==> src/design/nvsr_pkg.sv <==
// Purpose: shared constants and types for the nonvolatile sram host controller
// Assumes: 40 MHz ref_clk, pins of an 8K x 8 static ram with nonvolatile shadow
// Notes: times kept in their own unit, cycle counts derived from the clock period
package nvsr_pkg;
  // ==========================================================
  // widths
  localparam int unsigned ADDR_W = 13;
  localparam int unsigned DATA_W = 8;
  localparam int unsigned TMR_W = 20;
  localparam int unsigned ARRAY_BYTES = 8192;
  localparam int unsigned SYNC_STAGES = 3;

  // ==========================================================
  // clock and times
  localparam longint unsigned CLK_PERIOD_PS = 25000;
  localparam longint unsigned ACCESS_NS = 55;
  localparam longint unsigned WRITE_PULSE_NS = 45;
  localparam longint unsigned STORE_INIT_NS = 20;
  localparam longint unsigned RECALL_INIT_NS = 20;
  localparam longint unsigned RECALL_US = 20;
  localparam longint unsigned STORE_MS = 10;
  localparam longint unsigned RESTORE_US = 550;

  // least wait: round up, never below one cycle
  function automatic int unsigned nvsr_cycles(input longint unsigned ps);
    longint unsigned c;
    c = (ps + CLK_PERIOD_PS - 1) / CLK_PERIOD_PS;
    if (c == 0) begin
      c = 1;
    end
    return int'(c);
  endfunction

  localparam int unsigned ACCESS_CYC = nvsr_cycles(ACCESS_NS * 1000) + SYNC_STAGES;
  localparam int unsigned WRITE_PULSE_CYC = nvsr_cycles(WRITE_PULSE_NS * 1000);
  localparam int unsigned STORE_INIT_CYC = nvsr_cycles(STORE_INIT_NS * 1000);
  localparam int unsigned RECALL_INIT_CYC = nvsr_cycles(RECALL_INIT_NS * 1000);
  localparam int unsigned RECALL_CYC = nvsr_cycles(RECALL_US * 1000000);
  localparam int unsigned STORE_CYC_DEF = nvsr_cycles(STORE_MS * 1000000000);
  localparam int unsigned RESTORE_CYC_DEF = nvsr_cycles(RESTORE_US * 1000000);

  // ==========================================================
  // commands
  typedef enum logic [1:0] {
    NVSR_OP_READ,
    NVSR_OP_WRITE,
    NVSR_OP_STORE,
    NVSR_OP_RECALL
  } nvsr_op_e;
endpackage

==> src/design/nvsr_tmr_if.sv <==
// Purpose: carrier between the sequencer and its wait timer
// Assumes: one clock domain
// Notes: start is a one-cycle pulse, done a one-cycle pulse
`timescale 1ns/1ps
interface nvsr_tmr_if;
  logic start;
  logic [nvsr_pkg::TMR_W-1:0] count;
  logic done;
  modport ctrl (output start, output count, input done);
  modport tmr (input start, input count, output done);
endinterface

==> src/design/nvsr_timer.sv <==
// Purpose: down counter timing the restore, read, write pulse, nonvolatile initiation and transfer waits of the host sequencer
// Assumes: count is at least one
// Notes: done pulses count+1 cycles after start; a new start restarts it
`timescale 1ns/1ps
module nvsr_timer (
  // clock and reset
  input wire logic ref_clk,
  input wire logic rst,
  // control
  nvsr_tmr_if.tmr t
);
  logic [nvsr_pkg::TMR_W-1:0] cnt_reg, cnt_next;
  logic run_reg, run_next;
  logic done_reg, done_next;

  // ==========================================================
  // next state
  always_comb begin
    cnt_next = cnt_reg;
    run_next = run_reg;
    done_next = 1'b0;
    if (t.start) begin
      cnt_next = t.count;
      run_next = 1'b1;
    end else if (run_reg) begin
      if (cnt_reg <= nvsr_pkg::TMR_W'(1)) begin
        run_next = 1'b0;
        done_next = 1'b1;
      end else begin
        cnt_next = cnt_reg - nvsr_pkg::TMR_W'(1);
      end
    end
  end

  // ==========================================================
  // registers
  always_ff @(posedge ref_clk) begin
    if (rst) begin
      cnt_reg <= '0;
      run_reg <= 1'b0;
      done_reg <= 1'b0;
    end else begin
      cnt_reg <= cnt_next;
      run_reg <= run_next;
      done_reg <= done_next;
    end
  end

  assign t.done = done_reg;
endmodule // nvsr_timer

==> src/design/nvsr_host.sv <==
// Purpose: host controller driving the pins of a nonvolatile static ram
// Assumes: supply monitor gives power_good; pins asynchronous to ref_clk
// Notes: one command at a time; waits are the worst-case device times
`timescale 1ns/1ps
module nvsr_host #(
  parameter int unsigned STORE_CYC = nvsr_pkg::STORE_CYC_DEF,
  parameter int unsigned RESTORE_CYC = nvsr_pkg::RESTORE_CYC_DEF
) (
  // clock and reset
  input wire logic ref_clk,
  input wire logic rst,
  // supply monitor, asynchronous
  input wire logic power_good,
  // command port
  input wire logic cmd_valid,
  input wire logic [1:0] cmd_op,
  input wire logic [nvsr_pkg::ADDR_W-1:0] cmd_addr,
  input wire logic [nvsr_pkg::DATA_W-1:0] cmd_wdata,
  output logic cmd_ready,
  output logic rsp_valid,
  output logic rsp_err,
  output logic [nvsr_pkg::DATA_W-1:0] rsp_rdata,
  output logic busy,
  // device pins
  output logic [nvsr_pkg::ADDR_W-1:0] addr_lines,
  input wire logic [nvsr_pkg::DATA_W-1:0] data_lines_in,
  output logic [nvsr_pkg::DATA_W-1:0] data_lines_out,
  output logic data_lines_oe,
  output logic chip_sel_n,
  output logic out_gate_n,
  output logic write_n,
  output logic nv_select_n
);
  typedef enum logic [3:0] {
    ST_PWR, ST_RESTORE, ST_IDLE, ST_RD, ST_RD_CAP, ST_WR_SET, ST_WR_PULSE,
    ST_WR_HOLD, ST_NV_SET, ST_NV_TRIG, ST_NV_WAIT
  } nvsr_state_e;

  nvsr_tmr_if tif ();

  nvsr_timer u_timer (
    .ref_clk(ref_clk),
    .rst(rst),
    .t(tif.tmr)
  );

  // ==========================================================
  // input synchronisers
  logic [2:0] pg_sync_reg, pg_sync_next;
  logic pg_ok_reg, pg_ok_next;
  logic [nvsr_pkg::DATA_W-1:0] d1_reg, d2_reg, d3_reg;

  always_comb begin
    pg_sync_next = {pg_sync_reg[1:0], power_good};
    pg_ok_next = pg_ok_reg;
    if (pg_sync_reg[1] == pg_sync_reg[2]) begin
      pg_ok_next = pg_sync_reg[2];
    end
  end

  always_ff @(posedge ref_clk) begin
    if (rst) begin
      pg_sync_reg <= 3'h0;
      pg_ok_reg <= 1'b0;
      d1_reg <= 8'h00;
      d2_reg <= 8'h00;
      d3_reg <= 8'h00;
    end else begin
      pg_sync_reg <= pg_sync_next;
      pg_ok_reg <= pg_ok_next;
      d1_reg <= data_lines_in;
      d2_reg <= d1_reg;
      d3_reg <= d2_reg;
    end
  end

  // ==========================================================
  // sequencer
  nvsr_state_e state_reg, state_next;
  logic is_store_reg, is_store_next;
  logic [nvsr_pkg::ADDR_W-1:0] addr_reg, addr_next;
  logic [nvsr_pkg::DATA_W-1:0] dout_reg, dout_next;
  logic [nvsr_pkg::DATA_W-1:0] rdata_reg, rdata_next;
  logic doe_reg, doe_next;
  logic cs_n_reg, cs_n_next;
  logic og_n_reg, og_n_next;
  logic we_n_reg, we_n_next;
  logic nv_n_reg, nv_n_next;
  logic rv_reg, rv_next;
  logic rerr_reg, rerr_next;
  logic ready_reg, ready_next;
  logic tstart_reg, tstart_next;
  logic [nvsr_pkg::TMR_W-1:0] tcount_reg, tcount_next;

  function automatic logic [nvsr_pkg::TMR_W-1:0] tc(input int unsigned n);
    return nvsr_pkg::TMR_W'(n);
  endfunction

  always_comb begin
    state_next = state_reg;
    is_store_next = is_store_reg;
    addr_next = addr_reg;
    dout_next = dout_reg;
    rdata_next = rdata_reg;
    doe_next = doe_reg;
    cs_n_next = cs_n_reg;
    og_n_next = og_n_reg;
    we_n_next = we_n_reg;
    nv_n_next = nv_n_reg;
    rv_next = 1'b0;
    rerr_next = 1'b0;
    tstart_next = 1'b0;
    tcount_next = tcount_reg;
    case (state_reg)
      ST_PWR: begin
        if (pg_ok_reg) begin
          // the device recalls on its own once supply is up
          state_next = ST_RESTORE;
          tstart_next = 1'b1;
          tcount_next = tc(RESTORE_CYC);
        end
      end
      ST_RESTORE: begin
        if (tif.done) begin
          state_next = ST_IDLE;
        end
      end
      ST_IDLE: begin
        if (cmd_valid) begin
          addr_next = cmd_addr;
          dout_next = cmd_wdata;
          case (nvsr_pkg::nvsr_op_e'(cmd_op))
            nvsr_pkg::NVSR_OP_READ: begin
              // read state: cs, oe low, nv, we high
              cs_n_next = 1'b0;
              og_n_next = 1'b0;
              state_next = ST_RD;
              tstart_next = 1'b1;
              tcount_next = tc(nvsr_pkg::ACCESS_CYC);
            end
            nvsr_pkg::NVSR_OP_WRITE: begin
              state_next = ST_WR_SET; // address settles first
            end
            nvsr_pkg::NVSR_OP_STORE: begin
              if (pg_ok_reg) begin
                // nv and cs low, we high, oe high: no operation yet
                is_store_next = 1'b1;
                nv_n_next = 1'b0;
                cs_n_next = 1'b0;
                state_next = ST_NV_SET;
              end else begin
                rv_next = 1'b1; // low supply: device would refuse it
                rerr_next = 1'b1;
              end
            end
            default: begin
              // recall set-up with cs high so cs enters last
              is_store_next = 1'b0;
              nv_n_next = 1'b0;
              og_n_next = 1'b0;
              state_next = ST_NV_SET;
            end
          endcase
        end
      end
      ST_RD: begin
        if (tif.done) begin
          state_next = ST_RD_CAP;
        end
      end
      ST_RD_CAP: begin
        // settled data only: second and third stage agree
        if (d2_reg == d3_reg) begin
          rdata_next = d3_reg;
          rv_next = 1'b1;
          cs_n_next = 1'b1;
          og_n_next = 1'b1;
          state_next = ST_IDLE;
        end
      end
      ST_WR_SET: begin
        // output gate stays high so both ends never drive
        cs_n_next = 1'b0;
        we_n_next = 1'b0;
        doe_next = 1'b1;
        state_next = ST_WR_PULSE;
        tstart_next = 1'b1;
        tcount_next = tc(nvsr_pkg::WRITE_PULSE_CYC);
      end
      ST_WR_PULSE: begin
        if (tif.done) begin
          cs_n_next = 1'b1;
          we_n_next = 1'b1;
          state_next = ST_WR_HOLD;
        end
      end
      ST_WR_HOLD: begin
        // address and data held one cycle past the strobe rise
        doe_next = 1'b0;
        rv_next = 1'b1;
        state_next = ST_IDLE;
      end
      ST_NV_SET: begin
        if (is_store_reg) begin
          we_n_next = 1'b0; // write strobe last into store state
          tcount_next = tc(nvsr_pkg::STORE_INIT_CYC);
        end else begin
          cs_n_next = 1'b0; // fresh transition re-arms the device
          tcount_next = tc(nvsr_pkg::RECALL_INIT_CYC);
        end
        state_next = ST_NV_TRIG;
        tstart_next = 1'b1;
      end
      ST_NV_TRIG: begin
        if (tif.done) begin
          // initiation held long enough; release cs, oe, we and nv together
          cs_n_next = 1'b1;
          og_n_next = 1'b1;
          we_n_next = 1'b1;
          nv_n_next = 1'b1;
          state_next = ST_NV_WAIT;
          tstart_next = 1'b1;
          // device ignores pins for the whole transfer
          tcount_next = is_store_reg ? tc(STORE_CYC) : tc(nvsr_pkg::RECALL_CYC);
        end
      end
      ST_NV_WAIT: begin
        // pins idle with cs high until the transfer must be over
        if (tif.done) begin
          rv_next = 1'b1;
          state_next = ST_IDLE;
        end
      end
      default: begin
        state_next = ST_PWR;
      end
    endcase
    if (!pg_ok_reg && state_reg != ST_PWR) begin
      // supply loss: deselect and wait for the automatic recall again
      state_next = ST_PWR;
      cs_n_next = 1'b1;
      og_n_next = 1'b1;
      we_n_next = 1'b1;
      nv_n_next = 1'b1;
      doe_next = 1'b0;
      rv_next = 1'b0;
      rerr_next = 1'b0;
    end
    ready_next = (state_next == ST_IDLE) && !(state_reg == ST_IDLE && cmd_valid && ready_reg);
  end

  always_ff @(posedge ref_clk) begin
    if (rst) begin
      state_reg <= ST_PWR;
      is_store_reg <= 1'b0;
      addr_reg <= 13'h0000;
      dout_reg <= 8'h00;
      rdata_reg <= 8'h00;
      doe_reg <= 1'b0;
      cs_n_reg <= 1'b1;
      og_n_reg <= 1'b1;
      we_n_reg <= 1'b1;
      nv_n_reg <= 1'b1;
      rv_reg <= 1'b0;
      rerr_reg <= 1'b0;
      ready_reg <= 1'b0;
      tstart_reg <= 1'b0;
      tcount_reg <= 20'h00001;
    end else begin
      state_reg <= state_next;
      is_store_reg <= is_store_next;
      addr_reg <= addr_next;
      dout_reg <= dout_next;
      rdata_reg <= rdata_next;
      doe_reg <= doe_next;
      cs_n_reg <= cs_n_next;
      og_n_reg <= og_n_next;
      we_n_reg <= we_n_next;
      nv_n_reg <= nv_n_next;
      rv_reg <= rv_next;
      rerr_reg <= rerr_next;
      ready_reg <= ready_next;
      tstart_reg <= tstart_next;
      tcount_reg <= tcount_next;
    end
  end

  // ==========================================================
  // outputs, all from flip-flops
  assign tif.start = tstart_reg;
  assign tif.count = tcount_reg;
  assign cmd_ready = ready_reg;
  assign rsp_valid = rv_reg;
  assign rsp_err = rerr_reg;
  assign rsp_rdata = rdata_reg;
  assign busy = ~ready_reg;
  assign addr_lines = addr_reg;
  assign data_lines_out = dout_reg;
  assign data_lines_oe = doe_reg;
  assign chip_sel_n = cs_n_reg;
  assign out_gate_n = og_n_reg;
  assign write_n = we_n_reg;
  assign nv_select_n = nv_n_reg;
endmodule // nvsr_host

==> config.mk <==
export PLATFORM = sky130hd
export DESIGN_NAME = nvsr_host
export DESIGN_NICKNAME = d
export VERILOG_FILES = /design/src/design/nvsr_pkg.sv /design/src/design/nvsr_tmr_if.sv /design/src/design/nvsr_timer.sv /design/src/design/nvsr_host.sv
export SDC_FILE = /design/constraint.sdc
export NUM_CORES = 1
export LEC_CHECK = 0
export ABC_CLOCK_PERIOD_IN_PS = 3000
export BUFFER_PORTS_ARGS = -buffer_cell sky130_fd_sc_hd__buf_2
export CAP_MARGIN = 20
export CORE_MARGIN = 4
export CORE_UTILIZATION = 55
export CTS_CLUSTER_SIZE = 12
export DETAILED_ROUTE_END_ITERATION = 6
export PLACE_DENSITY = 0.78
export SYNTH_ARGS = -nofsm -noshare
export SYNTH_HDL_FRONTEND = slang
export SYNTH_SLANG_ARGS = --single-unit
==> constraint.sdc <==
create_clock -name ref_clk -period 3 [get_ports ref_clk]
set_input_delay 0.75 -clock ref_clk [delete_from_list [all_inputs] [get_ports ref_clk]]
set_output_delay 0.75 -clock ref_clk [all_outputs]
set_load 0.1 [all_outputs]
==> flow_summary_export.csv <==
group,metric,value,unit
logic_synthesis,synth_area,4420,um^2
timing,fmax,440,MHz
clock_network,cts_made_buffers,9,
hold_path,hp-class,"reg2reg",
finish,drive_gt1_share,19.8,%
setup_path,r2r-start,"state_reg[0]$_SDFF_PP0_",
place,dp_hpwl,7.00,mm
logic_synthesis,syn-num-nets,555,
floorplanning,ios,73,
power_and_ir_drop,leakagePower,2.06,nW
power_and_ir_drop,p_per_area,450,nW/um^2
logic_synthesis,ys_seq_area_share,45.8,%
setup_path,cp_max_fo,26,
clock_network,clkTransAtPathRegs,0.10,ns
finish,fin_cells,683,
routing,wl_per_cell,14.4,um
floorplanning,num_rows,32,
routing,drc,0,
finish,n_antenna_cell,0,
setup_path,critPathLaunch,"state_reg[0]$_SDFF_PP0_",
clock_network,holdBufCountCts,0,
timing,worst_slack,0.727,ns
setup_path,setup.worst_path.class,"reg2reg",
logic_synthesis,synthDistinctLibCells,59,
setup_path,timing.rr.end,"cmd_ready$_SDFF_PP0_",
power_and_ir_drop,ir_drop,0.349,mV
global_routing,first_global_vias,3661,
timing,worst_pin_slew,0.841,ns
logic_synthesis,synth-edff-count,0,
global_routing,grt_pass1_wl,16.9,mm
timing,finalMaxSlewViolations,0,
global_routing,grt_max_degree,52,
global_routing,grt-ovfl-total,0,
setup_path,ff2ff_setup_slack,0.73,ns
routing,antenna_left,0,
place,pre_cts_slack,0.558,ns
finish,nFillCells,664,
finish,largest_reg_flops,20,
finish,areaGrowthSynthToFinish,14.0,%
logic_synthesis,synth_warnings,0,
finish,mostFrequentLayoutCell,"dfxtp_1",
clock_network,cts.path.max_buffers,2,
finish,regArea,2020,um^2
routing,via_per_inst,5.58,
clock_network,clkSinkCount,101,
logic_synthesis,syn-instance-count,514,
floorplanning,core_area,7770,um^2
setup_path,reg2regPathDepth,5,
routing,routed_wirelength,9.84,mm
place,gp_congestion,0.942,
place,port-buffer-count,72,
routing,vias,3808,
floorplanning,dieArea,9530,um^2
timing,min_period,2.27,ns
timing,rsz0062_at_grt,"no",
timing,period_share,75.8,%
clock_network,clock-root-buffer,"clkbuf_8",
place,placedCellCount,668,
finish,nets,618,
setup_path,cp_data_arrival_time,2.58,ns
clock_network,cts_setup_buffers,0,
timing,setup_violations,0,
timing,finClkSkew,0.0131,ns
logic_synthesis,syn_avg_cell_area,8.60,um^2
setup_path,cp-start-kind,"register",
timing,setup_tns,0,ns
floorplanning,die_y,97.6,um
setup_path,crit_required,3.31,ns
clock_network,cts_tree,"yes",
logic_synthesis,ys_seq_elements,101,
timing,hold_viol,0,
setup_path,worstSetupEndpointType,"register",
clock_network,post_cts_resized,0,
logic_synthesis,async_flop_share,0,%
clock_network,clk_latency,0.36,ns
finish,mostFrequentLayoutCells,"101 x dfxtp_1, 72 x buf_2, 63 x nand2_1, 46 x a21oi_1, 39 x nor2_1",
logic_synthesis,synthFlopType,"dfxtp_1",
clock_network,htree_levels,3,
status,status,"completed",
setup_path,crit_end,"cmd_ready$_SDFF_PP0_",
routing,first_pass_iters,5,
power_and_ir_drop,p_total,2.27,mW
global_routing,antenna_found_initial,0,
floorplanning,die_x,97.6,um
timing,slew_headroom,43.8,%
global_routing,grt.total_usage,20.9,%
flow_run,maxCapViolations,0,
finish,multi_input_area,2220,um^2
floorplanning,initial_core_util,56.9,%
routing,drt_iter0_markers,256,
synthesized netlist by cell type, drive strengths merged (5+ instances only):
cell    instances  area, um^2
dfxtp         101        2020
nand2          63         236
a21oi          46         230
nor2           39         146
nor2b          37         231
clkbuf         27         101
o21ai          19        98.9
inv            14        52.6
nor3           14        70.1
a31oi          13        81.3
mux2i          12         120
nand3          11        67.6
nor4           10        77.6
xor2            9        78.8
or3             8        52.6
a211oi          6        45.0
ha              6        75.1
nand2b          6        37.5
o31ai           6        45.0
o211ai          5        37.5
o21bai          5        37.5
kinds of logic (layout without fill, tap and decap cells):
kind of cell,after synthesis,in the layout,share of synthesized area (%)
AO/OA/AOI/OAI,129,129,18.5
XOR/XNOR,12,12,2.38
adder cells (fa/ha/maj),6,6,1.70
buffers and inverters,44,111,3.99
flip-flops,101,101,45.8
multiplexers,12,12,2.72
other,1,1,0.0849
AND/OR/NAND/NOR,209,209,24.9
through the flow:
step                util, %  area (um^2)  hold slack, ns
finish                 64.8         5040           0.444
global route           64.8         5040           0.462
CTS                    64.8         5040           0.446
detailed placement     62.5         4860           0.424
global placement       62.5         4860           0.417
floorplan                 -         4420           0.414
how the worst min path moves through the flow:
stage | startpoint | to | slack, ns | cells after the start
after floorplan | d1_reg[0]$_SDFF_PP0_ | d2_reg[0]$_SDFF_PP0_ | 0.41 | 1
after global placement | d1_reg[0]$_SDFF_PP0_ | d2_reg[0]$_SDFF_PP0_ | 0.42 | 1
after detailed placement | d1_reg[7]$_SDFF_PP0_ | d2_reg[7]$_SDFF_PP0_ | 0.42 | 1
after CTS | d1_reg[7]$_SDFF_PP0_ | d2_reg[7]$_SDFF_PP0_ | 0.45 | 1
after global routing | d1_reg[3]$_SDFF_PP0_ | d2_reg[3]$_SDFF_PP0_ | 0.46 | 1
final | d1_reg[6]$_SDFF_PP0_ | d2_reg[6]$_SDFF_PP0_ | 0.44 | 1
routing by layer:
metal | up-vias | track usage, % | part of all wire [%]
li1 | 1921 | - | -
met1 | 1744 | 29.2 | 47
met2 | 127 | 31.5 | 44
met3 | 16 | 4.67 | 6.8
met4 | 0 | 8.09 | 1.8
met5 | - | 0 | 0
worst max-delay path, cell delays in order, from the launching register on:
cell	delay [ns]
dfxtp_1	0.60
nor4b_2	0.64
nand2_1	0.23
or3_1	0.38
a31oi_1	0.20
and3_1	0.17
cell type report:
cell class,instances,share of cell area (%)
Clock buffer,9,2.46
Inverter,14,1.04
Multi-Input combinational cell,369,44.1
Sequential cell,101,40.1
Clock inverter,6,1.07
Tap cell,102,2.53
Timing Repair Buffer,82,8.65
power breakdown:
group / switching [mW] / leakage (nW) / internal, mW / total, mW
clock: 0.483 / 0.0886 / 0.314 / 0.796
combinational: 0.0618 / 1.15 / 0.0429 / 0.105
sequential: 0.00792 / 0.819 / 1.36 / 1.36
total: 0.552 / 2.06 / 1.71 / 2.27
Note: power is estimated with default switching activity, not from simulation.
